### config.mk
export PLATFORM = sky130hd
export DESIGN_NAME = crsx_exec
export DESIGN_NICKNAME = d
export VERILOG_FILES = /design/src/crsx_pkg.sv /design/src/crsx_exec.sv
export SDC_FILE = /design/constraint.sdc
export NUM_CORES = 2
export LEC_CHECK = 0
export BUFFER_PORTS_ARGS = -buffer_cell sky130_fd_sc_hd__buf_2
export CAP_MARGIN = 25
export CORE_MARGIN = 2
export CORE_UTILIZATION = 43
export CTS_CLUSTER_DIAMETER = 200
export DETAILED_ROUTE_END_ITERATION = 12
export MAX_ROUTING_LAYER = met4
export PLACE_DENSITY_LB_ADDON = 0.12
export RECOVER_POWER = 50
export SETUP_SLACK_MARGIN = 0.3
export SYNTH_ARGS = -nofsm -noshare
export SYNTH_HDL_FRONTEND = slang
export SYNTH_SLANG_ARGS = --single-unit
### constraint.sdc
create_clock -name mclk -period 14.2 [get_ports mclk]
set_input_delay 1.42 -clock mclk [delete_from_list [all_inputs] [get_ports mclk]]
set_output_delay 1.42 -clock mclk [all_outputs]
set_load 0.01 [all_outputs]
### src/crsx_pkg.sv
//------------------------------------------------------------------------------
// shared constants and types of the return/rotate/subtract/xor executor
//------------------------------------------------------------------------------
package crsx_pkg;

	// widths
	localparam int INSTR_W  = 14;                // instruction word width
	localparam int DATA_W   = 8;                 // data path width
	localparam int PC_W     = 13;                // program counter width
	localparam int FADDR_W  = 7;                 // file register address width
	localparam int FILE_N   = 128;               // file registers, 0 to 127
	localparam int SP_W     = 3;                 // stack pointer width
	localparam int STACK_N  = 8;                 // stack levels
	localparam int DIR_N    = 3;                 // direction registers 5 to 7
	localparam int RADDR_W  = 3;                 // register port address width

	// opcode masks and match values
	localparam logic [13:0] MSK_FULL       = 14'h3FFF;
	localparam logic [13:0] OPC_IRQ_RETURN = 14'h0009;
	localparam logic [13:0] OPC_SUB_RETURN = 14'h0008;
	localparam logic [13:0] OPC_OPTION     = 14'h0062;
	localparam logic [13:0] OPC_SLEEP      = 14'h0063;
	localparam logic [13:0] MSK_DIR        = 14'h3FF8;
	localparam logic [13:0] OPC_DIR        = 14'h0060;
	localparam logic [13:0] MSK_RET_LIT    = 14'h3C00;
	localparam logic [13:0] OPC_RET_LIT    = 14'h3400;
	localparam logic [13:0] MSK_FILE_OP    = 14'h3F00;
	localparam logic [13:0] OPC_ROT_RIGHT  = 14'h0C00;
	localparam logic [13:0] OPC_ROT_LEFT   = 14'h0D00;
	localparam logic [13:0] OPC_FILE_SUB   = 14'h0200;
	localparam logic [13:0] OPC_NIB_SWAP   = 14'h0E00;
	localparam logic [13:0] OPC_FILE_XOR   = 14'h0600;
	localparam logic [13:0] MSK_LIT_SUB    = 14'h3E00;
	localparam logic [13:0] OPC_LIT_SUB    = 14'h3C00;
	localparam logic [13:0] OPC_LIT_XOR    = 14'h3A00;

	// field positions and limits
	localparam int          DEST_BIT    = 7;     // destination select
	localparam int          IRQ_EN_BIT  = 7;     // global enable in irq control
	localparam logic [2:0]  DIR_SEL_MIN = 3'h5;  // lowest direction selector
	localparam logic [12:0] PC_STEP     = 13'h0001;
	localparam logic [2:0]  SP_STEP     = 3'h1;

	// reset values
	localparam logic [7:0]  ACC_RST      = 8'h00;
	localparam logic [7:0]  IRQCTL_RST   = 8'h00;
	localparam logic [7:0]  PRESCALE_RST = 8'hFF;
	localparam logic [7:0]  DIR_RST      = 8'hFF;
	localparam logic [12:0] PC_RST       = 13'h0000;

	// register port map
	localparam logic [2:0] REG_ACC      = 3'h0;
	localparam logic [2:0] REG_STATUS   = 3'h1;
	localparam logic [2:0] REG_IRQCTL   = 3'h2;
	localparam logic [2:0] REG_PRESCALE = 3'h3;
	localparam logic [2:0] REG_DIR5     = 3'h4;
	localparam logic [2:0] REG_DIR6     = 3'h5;
	localparam logic [2:0] REG_DIR7     = 3'h6;
	localparam logic [2:0] REG_PC_LO    = 3'h7;

	// status flags
	typedef struct packed {
		logic timeout_flag;
		logic power_down_flag;
		logic zero_flag;
		logic half_borrow_bit;
		logic carry_flag;
	} crsx_status_t;

	localparam crsx_status_t STATUS_RST = 5'h18;   // timeout and power-down high

	// sequencer states
	typedef enum logic [1:0] {
		CRSX_RUN   = 2'b00,
		CRSX_FLUSH = 2'b01,
		CRSX_SLEEP = 2'b10
	} crsx_state_t;

	// decoded operations
	typedef enum logic [3:0] {
		CRSX_OP_NONE     = 4'b0000,
		CRSX_OP_IRQ_RET  = 4'b0001,
		CRSX_OP_SUB_RET  = 4'b0010,
		CRSX_OP_RET_LIT  = 4'b0011,
		CRSX_OP_OPTION   = 4'b0100,
		CRSX_OP_DIR      = 4'b0101,
		CRSX_OP_SLEEP    = 4'b0110,
		CRSX_OP_ROT_R    = 4'b0111,
		CRSX_OP_ROT_L    = 4'b1000,
		CRSX_OP_FILE_SUB = 4'b1001,
		CRSX_OP_LIT_SUB  = 4'b1010,
		CRSX_OP_NIB_SWAP = 4'b1011,
		CRSX_OP_LIT_XOR  = 4'b1100,
		CRSX_OP_FILE_XOR = 4'b1101
	} crsx_op_t;

endpackage

### src/crsx_exec.sv
//------------------------------------------------------------------------------
// Summary of operation
// - interrupt return pops stack, sets global enable
// - option load copies accumulator into prescale register
// - literal return loads accumulator, pops stack head
// - subroutine return pops stack, nothing else changes
// - seven-bit file address, destination bit picks target
// - rotate right through carry, only carry changes
// - rotate left through carry, only carry changes
// - sleep clears watchdog, sets timeout, clears power-down
// - sleep then halts the oscillator until the synchronised wake pin
// - literal minus accumulator into accumulator, flags updated
// - file minus accumulator routed by destination bit
// - subtract carry high means no borrow
// - nibble swap exchanges halves, no flags change
// - literal xor into accumulator, only zero changes
// - file xor routed by destination, only zero
// - direction load copies accumulator to register 5-7
//------------------------------------------------------------------------------
`timescale 1ns/1ps

module crsx_exec (
	input  wire logic                                  mclk,
	input  wire logic                                  rst_n,
	input  wire logic                                  ce,
	input  wire logic [crsx_pkg::INSTR_W-1:0]          instr,
	input  wire logic                                  instr_valid,
	input  wire logic                                  push_req,
	input  wire logic [crsx_pkg::PC_W-1:0]             push_addr,
	input  wire logic                                  wake_pin,
	input  wire logic [crsx_pkg::RADDR_W-1:0]          reg_addr,
	input  wire logic [crsx_pkg::DATA_W-1:0]           reg_wdata,
	input  wire logic                                  reg_wr,
	input  wire logic                                  reg_rd,
	output logic      [crsx_pkg::DATA_W-1:0]           reg_rdata,
	output logic      [crsx_pkg::PC_W-1:0]             pc,
	output logic      [crsx_pkg::DATA_W-1:0]           acc,
	output crsx_pkg::crsx_status_t                     status,
	output logic      [crsx_pkg::DATA_W-1:0]           irq_control_reg,
	output logic      [crsx_pkg::DATA_W-1:0]           prescale_cfg,
	output logic      [crsx_pkg::DIR_N-1:0][crsx_pkg::DATA_W-1:0] pin_direction_reg,
	output logic                                       watchdog_clear,
	output logic                                       osc_halt
);

	//--------------------------------------------------------------------------
	// declarations
	//--------------------------------------------------------------------------
	crsx_pkg::crsx_state_t  state;                         // sequencer state
	crsx_pkg::crsx_op_t     op;                            // decoded operation
	logic [crsx_pkg::DATA_W-1:0] file_mem [crsx_pkg::FILE_N];   // file registers
	logic [crsx_pkg::PC_W-1:0]   stack_mem [crsx_pkg::STACK_N]; // return stack
	logic [crsx_pkg::SP_W-1:0]   stack_ptr;                // next free level
	logic [crsx_pkg::PC_W-1:0]   stack_head;               // newest entry
	logic                        wake_meta;                // first sync stage
	logic                        wake_sync;                // second sync stage
	logic                        exec;                     // instruction taken
	logic                        pop;                      // return executes
	logic                        to_file;                  // result to file
	logic                        to_acc;                   // result to acc
	logic [crsx_pkg::FADDR_W-1:0] faddr;                   // file address
	logic [crsx_pkg::DATA_W-1:0] fval;                     // file operand
	logic [crsx_pkg::DATA_W-1:0] lit;                      // literal operand
	logic [crsx_pkg::DATA_W-1:0] minuend;                  // subtract left side
	logic [crsx_pkg::DATA_W:0]   diff;                     // subtract with carry
	logic [4:0]                  nib_diff;                 // low nibble subtract
	logic [crsx_pkg::DATA_W-1:0] next_result;              // operation result
	crsx_pkg::crsx_status_t      next_status;              // flags after op
	logic [1:0]                  dir_idx;                  // direction select

	//--------------------------------------------------------------------------
	// wake pin synchroniser
	//--------------------------------------------------------------------------
	// two stages; only the second one is read by logic
	always_ff @(posedge mclk) begin
		if (!rst_n) begin
			wake_meta <= 1'b0;
			wake_sync <= 1'b0;
		end else if (ce) begin
			wake_meta <= wake_pin;
			wake_sync <= wake_meta;
		end
	end

	//--------------------------------------------------------------------------
	// decode
	//--------------------------------------------------------------------------
	// match the word against each handled opcode; others pass as no-op
	always_comb begin
		op = crsx_pkg::CRSX_OP_NONE;
		if ((instr & crsx_pkg::MSK_FULL) == crsx_pkg::OPC_IRQ_RETURN) begin
			op = crsx_pkg::CRSX_OP_IRQ_RET;
		end else if ((instr & crsx_pkg::MSK_FULL) == crsx_pkg::OPC_SUB_RETURN) begin
			op = crsx_pkg::CRSX_OP_SUB_RET;
		end else if ((instr & crsx_pkg::MSK_FULL) == crsx_pkg::OPC_OPTION) begin
			op = crsx_pkg::CRSX_OP_OPTION;
		end else if ((instr & crsx_pkg::MSK_FULL) == crsx_pkg::OPC_SLEEP) begin
			op = crsx_pkg::CRSX_OP_SLEEP;
		end else if ((instr & crsx_pkg::MSK_DIR) == crsx_pkg::OPC_DIR
				&& instr[2:0] >= crsx_pkg::DIR_SEL_MIN) begin
			op = crsx_pkg::CRSX_OP_DIR;
		end else if ((instr & crsx_pkg::MSK_RET_LIT) == crsx_pkg::OPC_RET_LIT) begin
			op = crsx_pkg::CRSX_OP_RET_LIT;
		end else if ((instr & crsx_pkg::MSK_FILE_OP) == crsx_pkg::OPC_ROT_RIGHT) begin
			op = crsx_pkg::CRSX_OP_ROT_R;
		end else if ((instr & crsx_pkg::MSK_FILE_OP) == crsx_pkg::OPC_ROT_LEFT) begin
			op = crsx_pkg::CRSX_OP_ROT_L;
		end else if ((instr & crsx_pkg::MSK_FILE_OP) == crsx_pkg::OPC_FILE_SUB) begin
			op = crsx_pkg::CRSX_OP_FILE_SUB;
		end else if ((instr & crsx_pkg::MSK_FILE_OP) == crsx_pkg::OPC_NIB_SWAP) begin
			op = crsx_pkg::CRSX_OP_NIB_SWAP;
		end else if ((instr & crsx_pkg::MSK_FILE_OP) == crsx_pkg::OPC_FILE_XOR) begin
			op = crsx_pkg::CRSX_OP_FILE_XOR;
		end else if ((instr & crsx_pkg::MSK_LIT_SUB) == crsx_pkg::OPC_LIT_SUB) begin
			op = crsx_pkg::CRSX_OP_LIT_SUB;
		end else if ((instr & crsx_pkg::MSK_FILE_OP) == crsx_pkg::OPC_LIT_XOR) begin
			op = crsx_pkg::CRSX_OP_LIT_XOR;
		end
	end

	// operands and steering
	assign exec       = ce && instr_valid && (state == crsx_pkg::CRSX_RUN);
	assign pop        = (op == crsx_pkg::CRSX_OP_IRQ_RET) || (op == crsx_pkg::CRSX_OP_SUB_RET)
	                 || (op == crsx_pkg::CRSX_OP_RET_LIT);
	assign faddr      = instr[crsx_pkg::FADDR_W-1:0];
	assign fval       = file_mem[faddr];
	assign lit        = instr[crsx_pkg::DATA_W-1:0];
	assign stack_head = stack_mem[stack_ptr - crsx_pkg::SP_STEP];
	assign dir_idx    = 2'(instr[2:0] - crsx_pkg::DIR_SEL_MIN);

	// file ops go back to the file only with the destination bit set
	always_comb begin
		to_file = 1'b0;
		to_acc  = 1'b0;
		unique case (op)
			crsx_pkg::CRSX_OP_ROT_R, crsx_pkg::CRSX_OP_ROT_L,
			crsx_pkg::CRSX_OP_FILE_SUB, crsx_pkg::CRSX_OP_NIB_SWAP,
			crsx_pkg::CRSX_OP_FILE_XOR: begin
				to_file = instr[crsx_pkg::DEST_BIT];
				to_acc  = !instr[crsx_pkg::DEST_BIT];
			end
			crsx_pkg::CRSX_OP_RET_LIT, crsx_pkg::CRSX_OP_LIT_SUB,
			crsx_pkg::CRSX_OP_LIT_XOR: begin
				to_acc = 1'b1;
			end
			default: to_acc = 1'b0;
		endcase
	end

	//--------------------------------------------------------------------------
	// arithmetic
	//--------------------------------------------------------------------------
	// two's complement subtract: left + ~acc + 1, carry out means no borrow
	assign minuend  = (op == crsx_pkg::CRSX_OP_LIT_SUB) ? lit : fval;
	assign diff     = {1'b0, minuend} + {1'b0, ~acc} + 9'h001;
	assign nib_diff = {1'b0, minuend[3:0]} + {1'b0, ~acc[3:0]} + 5'h01;

	// result and flag update per operation
	always_comb begin
		next_result = acc;
		next_status = status;
		unique case (op)
			crsx_pkg::CRSX_OP_RET_LIT: begin
				next_result = lit;
			end
			crsx_pkg::CRSX_OP_ROT_R: begin
				next_result            = {status.carry_flag, fval[7:1]};
				next_status.carry_flag = fval[0];
			end
			crsx_pkg::CRSX_OP_ROT_L: begin
				next_result            = {fval[6:0], status.carry_flag};
				next_status.carry_flag = fval[7];
			end
			crsx_pkg::CRSX_OP_FILE_SUB, crsx_pkg::CRSX_OP_LIT_SUB: begin
				next_result                 = diff[7:0];
				next_status.carry_flag      = diff[8];
				next_status.half_borrow_bit = nib_diff[4];
				next_status.zero_flag       = (diff[7:0] == 8'h00);
			end
			crsx_pkg::CRSX_OP_NIB_SWAP: begin
				next_result = {fval[3:0], fval[7:4]};
			end
			crsx_pkg::CRSX_OP_LIT_XOR: begin
				next_result           = acc ^ lit;
				next_status.zero_flag = ((acc ^ lit) == 8'h00);
			end
			crsx_pkg::CRSX_OP_FILE_XOR: begin
				next_result           = acc ^ fval;
				next_status.zero_flag = ((acc ^ fval) == 8'h00);
			end
			crsx_pkg::CRSX_OP_SLEEP: begin
				next_status.timeout_flag    = 1'b1;
				next_status.power_down_flag = 1'b0;
			end
			default: next_result = acc;                        // returns keep flags
		endcase
	end

	//--------------------------------------------------------------------------
	// sequencer
	//--------------------------------------------------------------------------
	// returns spend one idle cycle, sleep waits for the wake pin
	always_ff @(posedge mclk) begin
		if (!rst_n) begin
			state <= crsx_pkg::CRSX_RUN;
		end else if (ce) begin
			unique case (state)
				crsx_pkg::CRSX_RUN: begin
					if (exec && pop) begin
						state <= crsx_pkg::CRSX_FLUSH;
					end else if (exec && op == crsx_pkg::CRSX_OP_SLEEP) begin
						state <= crsx_pkg::CRSX_SLEEP;
					end
				end
				crsx_pkg::CRSX_FLUSH: begin
					state <= crsx_pkg::CRSX_RUN;               // prefetched word dropped
				end
				crsx_pkg::CRSX_SLEEP: begin
					if (wake_sync) begin
						state <= crsx_pkg::CRSX_RUN;
					end
				end
				default: begin
					state <= crsx_pkg::CRSX_RUN;               // illegal code recovers
				end
			endcase
		end
	end

	// oscillator halt and watchdog clear pulse
	always_ff @(posedge mclk) begin
		if (!rst_n) begin
			osc_halt       <= 1'b0;
			watchdog_clear <= 1'b0;
		end else if (ce) begin
			watchdog_clear <= exec && (op == crsx_pkg::CRSX_OP_SLEEP);
			if (exec && op == crsx_pkg::CRSX_OP_SLEEP) begin
				osc_halt <= 1'b1;
			end else if (state == crsx_pkg::CRSX_SLEEP && wake_sync) begin
				osc_halt <= 1'b0;
			end
		end
	end

	//--------------------------------------------------------------------------
	// program counter and stack
	//--------------------------------------------------------------------------
	// pops reload the counter from the stack head, others step it
	always_ff @(posedge mclk) begin
		if (!rst_n) begin
			pc        <= crsx_pkg::PC_RST;
			stack_ptr <= '0;
		end else if (ce) begin
			if (exec && pop) begin
				pc        <= stack_head;
				stack_ptr <= stack_ptr - crsx_pkg::SP_STEP;
			end else begin
				if (exec) begin
					pc <= pc + crsx_pkg::PC_STEP;
				end
				if (push_req) begin
					stack_ptr <= stack_ptr + crsx_pkg::SP_STEP;    // wraps at eight levels
				end
			end
		end
	end

	// stack storage, push ignored while a pop executes
	always_ff @(posedge mclk) begin
		if (ce && push_req && !(exec && pop)) begin
			stack_mem[stack_ptr] <= push_addr;
		end
	end

	//--------------------------------------------------------------------------
	// data state
	//--------------------------------------------------------------------------
	// file register write-back; reset clears it so file operands start known
	always_ff @(posedge mclk) begin
		if (!rst_n) begin
			for (int j = 0; j < crsx_pkg::FILE_N; j++) begin
				file_mem[j] <= '0;                             // cleared file register
			end
		end else if (exec && to_file) begin
			file_mem[faddr] <= next_result;
		end
	end

	// accumulator and flags
	always_ff @(posedge mclk) begin
		if (!rst_n) begin
			acc    <= crsx_pkg::ACC_RST;
			status <= crsx_pkg::STATUS_RST;
		end else if (exec) begin
			if (to_acc) begin
				acc <= next_result;
			end
			status <= next_status;
		end
	end

	// irq control: instruction set wins over a port write
	always_ff @(posedge mclk) begin
		if (!rst_n) begin
			irq_control_reg <= crsx_pkg::IRQCTL_RST;
		end else if (ce) begin
			if (reg_wr && reg_addr == crsx_pkg::REG_IRQCTL) begin
				irq_control_reg <= reg_wdata;
			end
			if (exec && op == crsx_pkg::CRSX_OP_IRQ_RET) begin
				irq_control_reg[crsx_pkg::IRQ_EN_BIT] <= 1'b1;
			end
		end
	end

	// prescale configuration: legacy load or direct port write
	always_ff @(posedge mclk) begin
		if (!rst_n) begin
			prescale_cfg <= crsx_pkg::PRESCALE_RST;
		end else if (ce) begin
			if (exec && op == crsx_pkg::CRSX_OP_OPTION) begin
				prescale_cfg <= acc;
			end else if (reg_wr && reg_addr == crsx_pkg::REG_PRESCALE) begin
				prescale_cfg <= reg_wdata;                     // direct access path
			end
		end
	end

	// direction registers, one per selector
	for (genvar i = 0; i < crsx_pkg::DIR_N; i++) begin : g_dir
		always_ff @(posedge mclk) begin
			if (!rst_n) begin
				pin_direction_reg[i] <= crsx_pkg::DIR_RST;
			end else if (ce) begin
				if (exec && op == crsx_pkg::CRSX_OP_DIR && dir_idx == 2'(i)) begin
					pin_direction_reg[i] <= acc;
				end else if (reg_wr && reg_addr == 3'(crsx_pkg::REG_DIR5 + 3'(i))) begin
					pin_direction_reg[i] <= reg_wdata;
				end
			end
		end
	end

	//--------------------------------------------------------------------------
	// register read port
	//--------------------------------------------------------------------------
	// data valid the cycle after the read strobe, zero otherwise
	always_ff @(posedge mclk) begin
		if (!rst_n) begin
			reg_rdata <= '0;
		end else if (ce) begin
			reg_rdata <= '0;
			if (reg_rd) begin
				unique case (reg_addr)
					crsx_pkg::REG_ACC:      reg_rdata <= acc;
					crsx_pkg::REG_STATUS:   reg_rdata <= {3'h0, status};
					crsx_pkg::REG_IRQCTL:   reg_rdata <= irq_control_reg;
					crsx_pkg::REG_PRESCALE: reg_rdata <= prescale_cfg;
					crsx_pkg::REG_DIR5:     reg_rdata <= pin_direction_reg[0];
					crsx_pkg::REG_DIR6:     reg_rdata <= pin_direction_reg[1];
					crsx_pkg::REG_DIR7:     reg_rdata <= pin_direction_reg[2];
					crsx_pkg::REG_PC_LO:    reg_rdata <= pc[7:0];
				endcase
			end
		end
	end

endmodule // crsx_exec

==> impl_metrics.toml <==
[drt]
drtPass1Iterations = 6
drc = 0
postRouteWirelength_um = 175100
drt_iter0_markers = 4742
vias = 37410
wl_per_cell_um = 28.49
vias_per_cell = 6.087
ant_nets = 0

[synthesis]
synthDistinctLibCells = 88
synthTopCellsByArea = "edfxtp_1, nor2_1, mux4_2, dfxtp_1, mux2i_1"
postSynthAreaPerCell_um2 = 12.60
syn-num-nets = 4453
synth_area_um2 = 55380
synthArstFlopShare = 0
yosysTopAreaCell = "edfxtp_1"
synth_cells = 4394
synth-main-ff-cell = "edfxtp_1"
synth_top_area_share = 0.6116
seq_area_frac_synth = 0.6412
ys_warn_count = 0
synth_edf_count = 1128
ys_ff_latch = 1210

[layout]
fillers = 11400
fin_nets = 4435
drive_above_1_share = 0.1174
postLayoutCoreUtil = 0.4781
layout_commonest_cell = "edfxtp_1"
largest_reg_flops = 1024
syn_to_final_growth_pct = 10.21
stdcell_area_um2 = 61040
mostFrequentLayoutCells = "edfxtp_1, nor2_1, nand2_1"

[clock_tree]
clockBufferDepth = 3
clk_latency_ns = 0.78
cts_sinks = 1210
holdBufCountCts = 0
cts_tree = "done"
cts_buffers = 138
cts.htree.levels = 4
path_clk_slew_ns = 0.06
cts_resized = 0
cts_root_buf = "clkbuf_16"
cts_setup_buffers = 0

[sta]
fin_ws_ns = 4.234
hold_viol = 0
final-max-slew-violation-count = 297
tns_ns = 0
fin_skew_ns = 0.02877
maxClockFrequency_mhz = 100.3
finalCriticalPeriod_ns = 9.966
worst_slew_pin_slew_ns = 4.153
setup_viol = 0
finalCritPeriodShare = 0.7018
slew_headroom = -1.769
rsz0062_at_grt = "no"

[floorplan]
die_area_um2 = 131700
fp.dieH_um = 362.9
initial_core_util = 0.4338
coreArea_um2 = 127700
io_pins = 122
std_cell_rows = 131
die_w_um = 362.9

[grt]
grt_remaining_overflow = 0
grt_max_degree = 118
grt_pass1_wl_um = 255600
grt_antenna_before_repair = 9
grt_use_total = 0.2729
grt_pass1_vias = 36130

[worst_setup_path]
cp_max_fo = 72
crit_required_ns = 14.68
rrSetupSlack_ns = 7.63
crit_type = "input pin to register"
ff2ff_path_depth = 19
cp-start-kind = "input pin"
crit_path_end_kind = "register"
crit_arrival_ns = 10.44

[placement]
post-place-ws_ns = 5.265
post-dp-hpwl_um = 107700
port_buffers = 120
place_congestion = 0.9122
placed_area_um2 = 57080

[power]
power_mw = 8.155
p_per_area_nw_per_um2 = 133.6
seq_power_share = 0.503
internal_power_mw = 6.169
sw_frac_of_total = 0.2436
p_clk_frac = 0.410
leakagePower_nw = 21.54
switchingPower_mw = 1.987
peakVddDrop_uv = 118.7
combPwrFrac = 0.088

[flow_run]
cap_viol_max_count = 14

[min_path]
hp-class = "register to register"
worstHoldPathCells = 2

[run_status]
status = "finished with violations"
violations = "max-capacitance violations, max-slew violations"
through the flow:
| stage | std cells | hold slack, ns |
|---|---|---|
| after floorplan | 4394 | 0.4601 |
| after global placement | 5894 | 0.4519 |
| after detailed placement | 5897 | 0.4612 |
| after CTS | 6140 | 0.4705 |
| after global routing | 6146 | 0.5080 |
| final | 6147 | 0.4739 |
layout make-up:
type	instances	area, µm²	area share
inverter	29	113.9	0.001865
clock inverter	54	309.0	0.005063
tap	1662	2079	0.03407
multi-input combinational	2798	18010	0.2950
antenna	6	15.01	0.0002460
clock buffer	189	3845	0.06299
timing repair buffer	199	1156	0.01894
sequential	1210	35520	0.5818
final timing paths:
| path | start | to |
|---|---|---|
| max | instr[4] | file_mem[8][6] |
| min | reg_rdata[1] | reg_rdata[1] |
| min reg2reg | reg_rdata[1] | reg_rdata[1] |
| max reg2reg | file_mem[124][1] | file_mem[118][5] |
worst max-delay path, stage by stage:
cell      delay, ns
clkbuf_1       0.81
clkbuf_1       1.25
nand2b_1       0.22
clkbuf_1       1.21
a21oi_1        0.18
o22ai_1        0.57
a41oi_1        0.51
or4_1          0.75
nor2_1         0.15
a21oi_1        0.06
ha_1           0.31
a21boi_0       0.14
o21ai_0        0.22
nand2b_1       0.11
xnor2_1        0.19
o211ai_1       0.19
nor4_4         0.31
buf_4          0.61
buf_4          0.85
nor2_1         0.11
power groups by stage:
stage	clock [mW]	combinational [mW]	sequential, mW
2_1_floorplan	0	0.461	4.15
3_3_place_gp	0	0.711	4.17
3_5_place_dp	0	0.713	4.17
4_1_cts	3.39	0.715	4.10
5_1_grt	3.53	0.753	4.11
6_report	3.34	0.716	4.10
cell usage after synthesis (all sizes together) (5+ instances only):
cell type  number
a2111oi        12
a211oi         10
a21o            6
a21oi         281
a221oi          5
a222oi         18
a22oi          30
a31o           10
a31oi          14
a41oi           8
and2            8
and3           12
and3b          16
buf           210
clkbuf        147
dfxtp          82
edfxtp       1128
ha             12
inv            27
mux2           34
mux2i         153
mux4          165
nand2         384
nand2b         25
nand3          64
nand3b         28
nand4           8
nor2         1041
nor2b          16
nor3           26
nor3b           5
nor4            8
nor4b           6
nor4bb          5
o211ai         38
o21ai         100
o221ai         28
o22a           12
o22ai          65
o2bb2ai        58
or3             6
or3b            7
xnor2          14
per-layer routing:
metal  wire, µm  track usage
met4       4486      0.07249
met3      14310      0.04813
met5          0            -
met2      81090       0.4128
met1      75250       0.3811
cells by family after synthesis:
kind of cell	share of synthesized area
xor+xnor	0.002530
simple gates	0.1278
flops	0.6412
mux	0.1017
fa+ha+maj	0.003072
other cells	0.00006771
buf+inv	0.03707
compound gates	0.08652
(Power assumes the default switching activity.)
